==> src/timer16_map.vh <==
// Register offsets, field positions and codes for the 16-bit timer
`ifndef TIMER16_MAP_VH
`define TIMER16_MAP_VH
`define TCTL_ADDR 8'hfb
`define TCTL_RESET 8'h00
`define CNTH_ADDR 8'hf4
`define CNTL_ADDR 8'hf5
`define REFH_ADDR 8'hf6
`define REFL_ADDR 8'hf7
`define PEND_ADDR 8'hf8
`define MASK_ADDR 8'hf9
`define PCFG_ADDR 8'hfa
`define CS_HI 7
`define CS_LO 5
`define MD_HI 4
`define MD_LO 3
`define CLR_BIT 2
`define MIE_BIT 1
`define OIE_BIT 0
`define PEND_OVF_BIT 4
`define PEND_MC_BIT 5
`define MASK_MC_BIT 3
`define PCFG_HI 3
`define PCFG_LO 2
`define PCFG_CAP 2'h0
`define CS_D1024 3'h0
`define CS_D256 3'h1
`define CS_D64 3'h2
`define CS_D8 3'h3
`define CS_D1 3'h4
`define CS_EXTF 3'h5
`define CS_EXTR 3'h6
`define CS_STOP 3'h7
`define MD_INTV 2'h0
`define MD_CAPR 2'h1
`define MD_CAPF 2'h2
`define MD_PWM 2'h3
`define PRE_W 10
`define CNT_MAX 16'hffff
`define CNT_ZERO 16'h0000
`define REF_RESET 16'hffff
`define REF_HI_RESET 8'hff
`define PRE_T1024 9
`define PRE_T256 7
`define PRE_T64 5
`define PRE_T8 2
`endif

==> src/edge_sync.v <==
// Two-stage synchroniser with rise and fall pulses
`timescale 1ns/1ns
module edge_sync (
   input wire clk,
   input wire nrst,
   input wire din,
   output reg rise,
   output reg fall
);
   reg s1_q;
   reg s2_q;
   reg s3_q;
   always @(posedge clk) begin
      if (!nrst) begin
         s1_q <= 1'b0;
         s2_q <= 1'b0;
         s3_q <= 1'b0;
         rise <= 1'b0;
         fall <= 1'b0;
      end else begin
         s1_q <= din;
         s2_q <= s1_q;
         s3_q <= s2_q;
         rise <= s2_q & ~s3_q;
         fall <= ~s2_q & s3_q;
      end
   end
endmodule

==> src/prescaler.v <==
// Free-running divider giving one-cycle ticks at /1024, /256, /64, /8, /1
`timescale 1ns/1ns
`include "timer16_map.vh"
module prescaler (
   input wire clk,
   input wire nrst,
   input wire [2:0] sel,
   output reg tick
);
   reg [`PRE_W-1:0] div_q;
   reg hit;
   always @* begin
      case (sel)
         `CS_D1024: hit = &div_q[`PRE_T1024:0];
         `CS_D256: hit = &div_q[`PRE_T256:0];
         `CS_D64: hit = &div_q[`PRE_T64:0];
         `CS_D8: hit = &div_q[`PRE_T8:0];
         `CS_D1: hit = 1'b1;
         default: hit = 1'b0;
      endcase
   end
   always @(posedge clk) begin
      if (!nrst) begin
         div_q <= {`PRE_W{1'b0}};
         tick <= 1'b0;
      end else begin
         div_q <= div_q + 1'b1;
         tick <= hit;
      end
   end
endmodule

==> src/timer16_top.v <==
// 16-bit timer with interval, capture and PWM modes behind byte registers
// Contract
// - Control bits 7:5 codes 000-100 select system clock /1024,/256,/64,/8,/1.
// - Code 101 counts external clock falling edges, 110 rising edges.
// - Code 111 stops the counter, which holds its value.
// - Bits 4:3 select interval, capture rising, capture falling, PWM.
// - Writing 1 to bit 2 clears counter; bit self-clears; 0 does nothing.
// - Reset makes control register zero: interval, /1024, interrupts off.
// - Bit 1 enables the match/capture interrupt request.
// - Bit 0 enables the overflow interrupt request.
// - Both interrupts share one level, with separate vectors.
// - Overflow pending bit 4 cleared by service or software writing 0.
// - With mask bit 3 set, service clears match/capture pending.
// - With mask bit 3 clear, pending bit 5 stays until software writes 0.
// - Interval mode: match raises request, resets counter, keeps counting.
// - Interval mode: output pin inverts on every match.
// - PWM mode: match leaves counter alone; it wraps FFFF to 0000.
// - PWM output low while reference <= counter, high otherwise.
// - Capture mode: selected capture edge loads counter into data register.
// - Capture mode requests overflow on wrap, match/capture on each capture.
// - Capture pin used only when port config bits 3:2 are 00.
// - 16-bit counter, comparator and reference register, byte accessed.
`timescale 1ns/1ns
`include "timer16_map.vh"
module timer16_top (
   // Clock and reset
   input wire I_SYS_CLK,
   input wire I_NRST,
   // Register port
   input wire [7:0] I_ADDR,
   input wire I_WR,
   input wire I_RD,
   input wire [7:0] I_WDATA,
   output reg [7:0] O_RDATA,
   // Interrupt service acknowledges
   input wire I_OVF_ACK,
   input wire I_MC_ACK,
   // Pins
   input wire I_EXT_COUNT_CLOCK,
   input wire I_CAPTURE_IN,
   output reg O_MATCH_TOGGLE_OUT,
   output reg O_PULSE_MOD_OUT,
   // Interrupt requests
   output reg O_SHARED_IRQ_LEVEL,
   output reg O_OVERFLOW_IRQ,
   output reg O_MATCH_CAPTURE_IRQ
);
   reg [7:0] ctl_q;
   reg [15:0] cnt_q;
   reg [15:0] ref_q;
   reg [7:0] ref_hi_hold_q;
   reg ovf_pend_q;
   reg mc_pend_q;
   reg [7:0] mask_q;
   reg [7:0] pcfg_q;
   reg clr_req_q;
   wire pre_tick;
   wire ext_rise;
   wire ext_fall;
   wire cap_rise;
   wire cap_fall;
   wire [2:0] csel;
   wire [1:0] mode;
   reg cnt_tick;
   reg cap_evt;
   wire match;
   wire ovf_evt;
   wire wr_ctl;
   wire cap_pin;

   function wr_hit;
      input [7:0] a;
      input [7:0] b;
      input w;
      begin
         wr_hit = w && (a == b);
      end
   endfunction

   assign csel = ctl_q[`CS_HI:`CS_LO];
   assign mode = ctl_q[`MD_HI:`MD_LO];
   assign wr_ctl = wr_hit(I_ADDR, `TCTL_ADDR, I_WR);
   // Pin gated off unless the port routes it to the timer
   assign cap_pin = (pcfg_q[`PCFG_HI:`PCFG_LO] == `PCFG_CAP) ? I_CAPTURE_IN : 1'b0;

   prescaler u_pre (
      .clk(I_SYS_CLK),
      .nrst(I_NRST),
      .sel(csel),
      .tick(pre_tick)
   );

   edge_sync u_ext (
      .clk(I_SYS_CLK),
      .nrst(I_NRST),
      .din(I_EXT_COUNT_CLOCK),
      .rise(ext_rise),
      .fall(ext_fall)
   );

   edge_sync u_cap (
      .clk(I_SYS_CLK),
      .nrst(I_NRST),
      .din(cap_pin),
      .rise(cap_rise),
      .fall(cap_fall)
   );

   always @* begin
      case (csel)
         `CS_EXTF: cnt_tick = ext_fall;
         `CS_EXTR: cnt_tick = ext_rise;
         `CS_STOP: cnt_tick = 1'b0;
         default: cnt_tick = pre_tick;
      endcase
   end

   always @* begin
      case (mode)
         `MD_CAPR: cap_evt = cap_rise;
         `MD_CAPF: cap_evt = cap_fall;
         default: cap_evt = 1'b0;
      endcase
   end

   // Comparator only counts a match on a count tick, so a held value fires once
   assign match = cnt_tick && (cnt_q == ref_q);
   assign ovf_evt = cnt_tick && (cnt_q == `CNT_MAX) && (mode != `MD_INTV);

   // Control register; the clear bit drops back once the counter is cleared
   always @(posedge I_SYS_CLK) begin
      if (!I_NRST) begin
         ctl_q <= `TCTL_RESET;
         clr_req_q <= 1'b0;
      end else begin
         if (wr_ctl) begin
            ctl_q <= I_WDATA;
            clr_req_q <= I_WDATA[`CLR_BIT];
         end else if (clr_req_q) begin
            ctl_q[`CLR_BIT] <= 1'b0;
            clr_req_q <= 1'b0;
         end
      end
   end

   // Counter
   always @(posedge I_SYS_CLK) begin
      if (!I_NRST) begin
         cnt_q <= `CNT_ZERO;
      end else if (clr_req_q) begin
         cnt_q <= `CNT_ZERO;
      end else if (wr_hit(I_ADDR, `CNTL_ADDR, I_WR)) begin
         cnt_q <= {cnt_q[15:8], I_WDATA};
      end else if (wr_hit(I_ADDR, `CNTH_ADDR, I_WR)) begin
         cnt_q <= {I_WDATA, cnt_q[7:0]};
      end else if (cnt_tick) begin
         if (mode == `MD_INTV && match) begin
            cnt_q <= `CNT_ZERO;
         end else begin
            cnt_q <= cnt_q + 1'b1;
         end
      end
   end

   // Reference/capture register; high byte staged so a 16-bit update is atomic
   always @(posedge I_SYS_CLK) begin
      if (!I_NRST) begin
         ref_q <= `REF_RESET;
         ref_hi_hold_q <= `REF_HI_RESET;
      end else if (cap_evt) begin
         ref_q <= cnt_q;
      end else if (wr_hit(I_ADDR, `REFH_ADDR, I_WR)) begin
         ref_hi_hold_q <= I_WDATA;
      end else if (wr_hit(I_ADDR, `REFL_ADDR, I_WR)) begin
         ref_q <= {ref_hi_hold_q, I_WDATA};
      end
   end

   // Port config and mask
   always @(posedge I_SYS_CLK) begin
      if (!I_NRST) begin
         mask_q <= 8'h00;
         pcfg_q <= 8'h00;
      end else begin
         if (wr_hit(I_ADDR, `MASK_ADDR, I_WR)) begin
            mask_q <= I_WDATA;
         end
         if (wr_hit(I_ADDR, `PCFG_ADDR, I_WR)) begin
            pcfg_q <= I_WDATA;
         end
      end
   end

   // Pending flags; a new event wins over a clear in the same cycle
   always @(posedge I_SYS_CLK) begin
      if (!I_NRST) begin
         ovf_pend_q <= 1'b0;
         mc_pend_q <= 1'b0;
      end else begin
         if (ovf_evt && ctl_q[`OIE_BIT]) begin
            ovf_pend_q <= 1'b1;
         end else if (I_OVF_ACK) begin
            ovf_pend_q <= 1'b0;
         end else if (wr_hit(I_ADDR, `PEND_ADDR, I_WR) && !I_WDATA[`PEND_OVF_BIT]) begin
            ovf_pend_q <= 1'b0;
         end
         // PWM matches request too; the counter just keeps running
         if ((((mode == `MD_INTV || mode == `MD_PWM) && match) || cap_evt) && ctl_q[`MIE_BIT]) begin
            mc_pend_q <= 1'b1;
         end else if (I_MC_ACK && mask_q[`MASK_MC_BIT]) begin
            mc_pend_q <= 1'b0;
         end else if (wr_hit(I_ADDR, `PEND_ADDR, I_WR) && !I_WDATA[`PEND_MC_BIT]) begin
            mc_pend_q <= 1'b0;
         end
      end
   end

   // Outputs
   always @(posedge I_SYS_CLK) begin
      if (!I_NRST) begin
         O_MATCH_TOGGLE_OUT <= 1'b0;
         O_PULSE_MOD_OUT <= 1'b0;
         O_OVERFLOW_IRQ <= 1'b0;
         O_MATCH_CAPTURE_IRQ <= 1'b0;
         O_SHARED_IRQ_LEVEL <= 1'b0;
      end else begin
         if (mode == `MD_INTV && match) begin
            O_MATCH_TOGGLE_OUT <= ~O_MATCH_TOGGLE_OUT;
         end
         O_PULSE_MOD_OUT <= (mode == `MD_PWM) && (ref_q > cnt_q);
         O_OVERFLOW_IRQ <= ovf_pend_q;
         O_MATCH_CAPTURE_IRQ <= mc_pend_q;
         O_SHARED_IRQ_LEVEL <= ovf_pend_q | mc_pend_q;
      end
   end

   // Read port
   always @(posedge I_SYS_CLK) begin
      if (!I_NRST) begin
         O_RDATA <= 8'h00;
      end else if (I_RD) begin
         case (I_ADDR)
            `TCTL_ADDR: O_RDATA <= ctl_q;
            `CNTH_ADDR: O_RDATA <= cnt_q[15:8];
            `CNTL_ADDR: O_RDATA <= cnt_q[7:0];
            `REFH_ADDR: O_RDATA <= ref_q[15:8];
            `REFL_ADDR: O_RDATA <= ref_q[7:0];
            `PEND_ADDR: begin
               O_RDATA <= 8'h00;
               O_RDATA[`PEND_OVF_BIT] <= ovf_pend_q;
               O_RDATA[`PEND_MC_BIT] <= mc_pend_q;
            end
            `MASK_ADDR: O_RDATA <= mask_q;
            `PCFG_ADDR: O_RDATA <= pcfg_q;
            default: O_RDATA <= 8'h00;
         endcase
      end
   end
endmodule

==> config.mk <==
export PLATFORM = sky130hd
export DESIGN_NAME = timer16_top
export DESIGN_NICKNAME = d
export VERILOG_FILES = /design/src/edge_sync.v /design/src/prescaler.v /design/src/timer16_top.v
export VERILOG_INCLUDE_DIRS = /design/src
export SDC_FILE = /design/constraint.sdc
export NUM_CORES = 1
export LEC_CHECK = 0
export BUFFER_PORTS_ARGS = -buffer_cell sky130_fd_sc_hd__buf_2
export CORE_ASPECT_RATIO = 2
export CORE_MARGIN = 4
export CORE_UTILIZATION = 60
export CTS_CLUSTER_DIAMETER = 150
export CTS_CLUSTER_SIZE = 8
export DETAILED_ROUTE_END_ITERATION = 10
export GPL_TIMING_DRIVEN = 0
export PLACE_DENSITY_LB_ADDON = 0.3
export SYNTH_ARGS = -nofsm -noshare
export SYNTH_HDL_FRONTEND = slang
export SYNTH_SLANG_ARGS = --single-unit
==> constraint.sdc <==
create_clock -name I_SYS_CLK -period 2.7 [get_ports I_SYS_CLK]
set_input_delay 0.81 -clock I_SYS_CLK [delete_from_list [all_inputs] [get_ports I_SYS_CLK]]
set_output_delay 0.81 -clock I_SYS_CLK [all_outputs]
set_load 0.01 [all_outputs]
==> metrics.cfg <==
[run_status]
status = finished clean

[setup_path]
rrSetupSlack_ns = 0.14
slowest_delay_ns = 0.51
path_max_fanout = 10
critPathSlowestCell = dfxtp_1
path_cells = inv_1, ha_1, nand4_1, nor4_4, nand2_2, buf_2, a211oi_1, nor3_1
rr_endpoint = cnt_q[8]
critPathKind = flip-flop to flip-flop
required_ns = 2.93
startpoint = cnt_q[10]
critPathCaptureType = flip-flop
worstReg2RegStart = cnt_q[10]
crit_buf_inv = 2
worstSetupPathDepth = 8
critical_path_arrival_ns = 2.78
rr_worst_depth = 8
critPathCapture = cnt_q[8]
cp_top_family = simple AND/OR/NAND/NOR gates
cp-start-kind = flip-flop

[synthesis]
synth_edf_count = 0
synthArstFlopShare = 0
synth_top_area_frac = 0.370
synth_area_per_cell_um2 = 9.30
synth_compound_area_frac = 0.157
synth_top_family_by_area = simple AND/OR/NAND/NOR gates
yosys_warnings = 0
synthFlopType = dfxtp_1
yosys-top-cells-area = dfxtp_1 37%, mux2i_1 9.1%, ha_1 5.3%
synth_cell_types = 71
synthAdderAreaFrac = 0.0526
muxShareOfSynthArea = 0.150
netlist_area_mm2 = 0.00547
syn-num-nets = 635
synth_xor_area_frac = 0.0176
yosys.area_share.simple = 0.202
ys_ff_latch = 101
synth-seq-area-share = 0.370
yosysTopAreaCell = dfxtp_1
syn_inst = 588

[routing]
wl_per_cell_um = 21.9
vias = 4868
via_per_inst = 6.59
drtPass1Iterations = 7
drtIter0Drc = 607
ant_nets = 0
drt-total-wl_um = 16200
drc = 0

[timing]
fmax_mhz = 391
final-hold-violation-count = 0
rsz0062_at_grt = no
setup_viol = 0
finalWorstPathRequiredPeriod_ns = 2.56
slew-limit-headroom = 0.534
setup_tns_ns = 0
fin_skew_ns = 0.00522
drv_slew = 0
setup_slack_ns = 0.144
tightest_slew_ns = 0.697
layout_worst_path_cycle_share = 0.947

[clock_tree]
cts_buffers = 9
clockBufferDepth = 2
clk_latency_ns = 0.35
ctsRootBufferMaster = clkbuf_16
cts_sinks = 101
cts_tree = yes
clk_pin_slew_ns = 0.07
cts_max_level = 3

[grt]
grt_max_degree = 17
first_global_vias = 4749
grtUsageTotal = 0.316
overflow = 0
grt_pass1_wl_um = 25200
antenna_found_initial = 0

[cells_and_area]
layout_common_cells = 101 x dfxtp_1, 60 x nand2_1, 50 x mux2i_1, 47 x buf_2, 34 x nor2b_1
stdcell_count = 739
antenna_cells = 0
area_delta_synth_final_pct = 11.5
fillCellCount = 719
drive_above_1_share = 0.177
final_nets = 680
layout_commonest_cell = dfxtp_1
final_area_mm2 = 0.00610

[floorplanning]
io_pins = 37
core_mm2 = 0.00895
fp-row-count = 49
start_util = 0.611
dieArea_mm2 = 0.0108
die_w_um = 75.5
die_h_um = 143

[min_path]
hold_path_class = flip-flop to flip-flop

[place]
gp_congestion = 0.995
port_buffers = 34
detailedPlace.worstSlack_ns = -0.239
place_area_mm2 = 0.00577
hpwl_um = 12000
placed_cells = 724

[pwr]
switchingPower_mw = 0.690
p_per_area_mw_per_mm2 = 503
clockPowerShare = 0.449
comb_power_share = 0.059
power.share.switching = 0.225
power_leakage_nw = 2.47
ir_drop_v = 0.000476
intPower_mw = 2.38
power.share.sequential = 0.492

[run]
drv_cap = 0

[power by group through the flow]
stage | Combinational, mW | Sequential [mW] | Clock [mW]
6_report | 0.181 | 1.51 | 1.38
5_1_grt | 0.195 | 1.51 | 1.44
4_1_cts | 0.177 | 1.51 | 1.38
3_5_place_dp | 0.176 | 1.54 | 0
3_3_place_gp | 0.175 | 1.54 | 0
2_1_floorplan | 0.0984 | 1.54 | 0
[what timing repair did]
action	4_1_cts	5_1_grt
resized for setup	2	1
buffers inserted	0	0
endpoints found under the setup margin	16	5
pin swaps	0	1
hold buffers	0	0
[final cells by class]
type | count | area [um2] | share of cell area
Inverter | 23 | 86.3 | 0.0142
Clock buffer | 10 | 229 | 0.0375
Buffer | 34 | 194 | 0.0318
Sequential cell | 101 | 2020 | 0.331
Multi-Input combinational cell | 430 | 3190 | 0.522
Timing Repair Buffer | 34 | 170 | 0.0279
Tap cell | 102 | 128 | 0.0209
Clock inverter | 5 | 85.1 | 0.0139
[registers in the layout, indices dropped and copies added, names as in the netlist, 8 cells and up]
signal         flops
cnt_q             16
ref_q             16
u_pre.div_q       10
O_RDATA            8
ctl_q              8
mask_q             8
pcfg_q             8
ref_hi_hold_q      8
[logic make-up after synthesis]
logic type               Yosys count
AND/OR/NAND/NOR                  201
AO/OA/AOI/OAI                    120
flip-flops                       101
multiplexers                      75
buffers and inverters             57
adder cells (fa/ha/maj)           23
XOR/XNOR                          11
[worst min path at each step]
stage / from / endpoint / cells past startpoint
floorplan: u_cap.s3_q / u_cap.rise / 1
global placement: u_cap.s3_q / u_cap.rise / 1
detailed placement: u_ext.s3_q / u_ext.rise / 1
CTS: u_ext.s3_q / u_ext.rise / 1
global route: u_cap.s3_q / u_cap.rise / 1
finish: u_ext.s3_q / u_ext.rise / 1
[routing by layer]
layer	share of wire	global-route usage
met1	0.36	0.360
met2	0.51	0.514
met3	0.049	0.0416
met4	0.082	0.242
met5	0	0
[worst reg2reg max path: cells and delay by family (launching register included)]
kind / cells / cell delay [ns]
and+or+nand+nor: 4 / 0.92
buffers and inverters: 2 / 0.39
DFF: 1 / 0.51
AOI/OAI and AO/OA: 1 / 0.29
adders and majority gates: 1 / 0.33
[through the flow]
step                hold WS [ns]  power, mW  utilization
finish                     0.411       3.07        0.681
global route               0.428       3.14        0.681
CTS                        0.412       3.07        0.681
detailed placement         0.395       1.72        0.644
global placement           0.390       1.72        0.644
floorplan                  0.384       1.64            -
[synthesized netlist by cell type (5+ instances only)]
cell type / n
and2_1: 17
a311oi_1: 5
nor2b_1: 34
mux2i_1: 50
o22ai_1: 7
nand2_1: 61
a22oi_1: 12
mux2_2: 20
nor2_1: 14
nand3_1: 22
a21oi_1: 23
o32ai_1: 5
nand4_1: 7
o211ai_1: 5
nor3_1: 10
o21a_1: 7
clkbuf_1: 12
dfxtp_1: 101
xnor2_1: 9
ha_1: 23
o21ai_0: 18
inv_1: 23
buf_2: 13
Power figures use the tool's default switching activity.
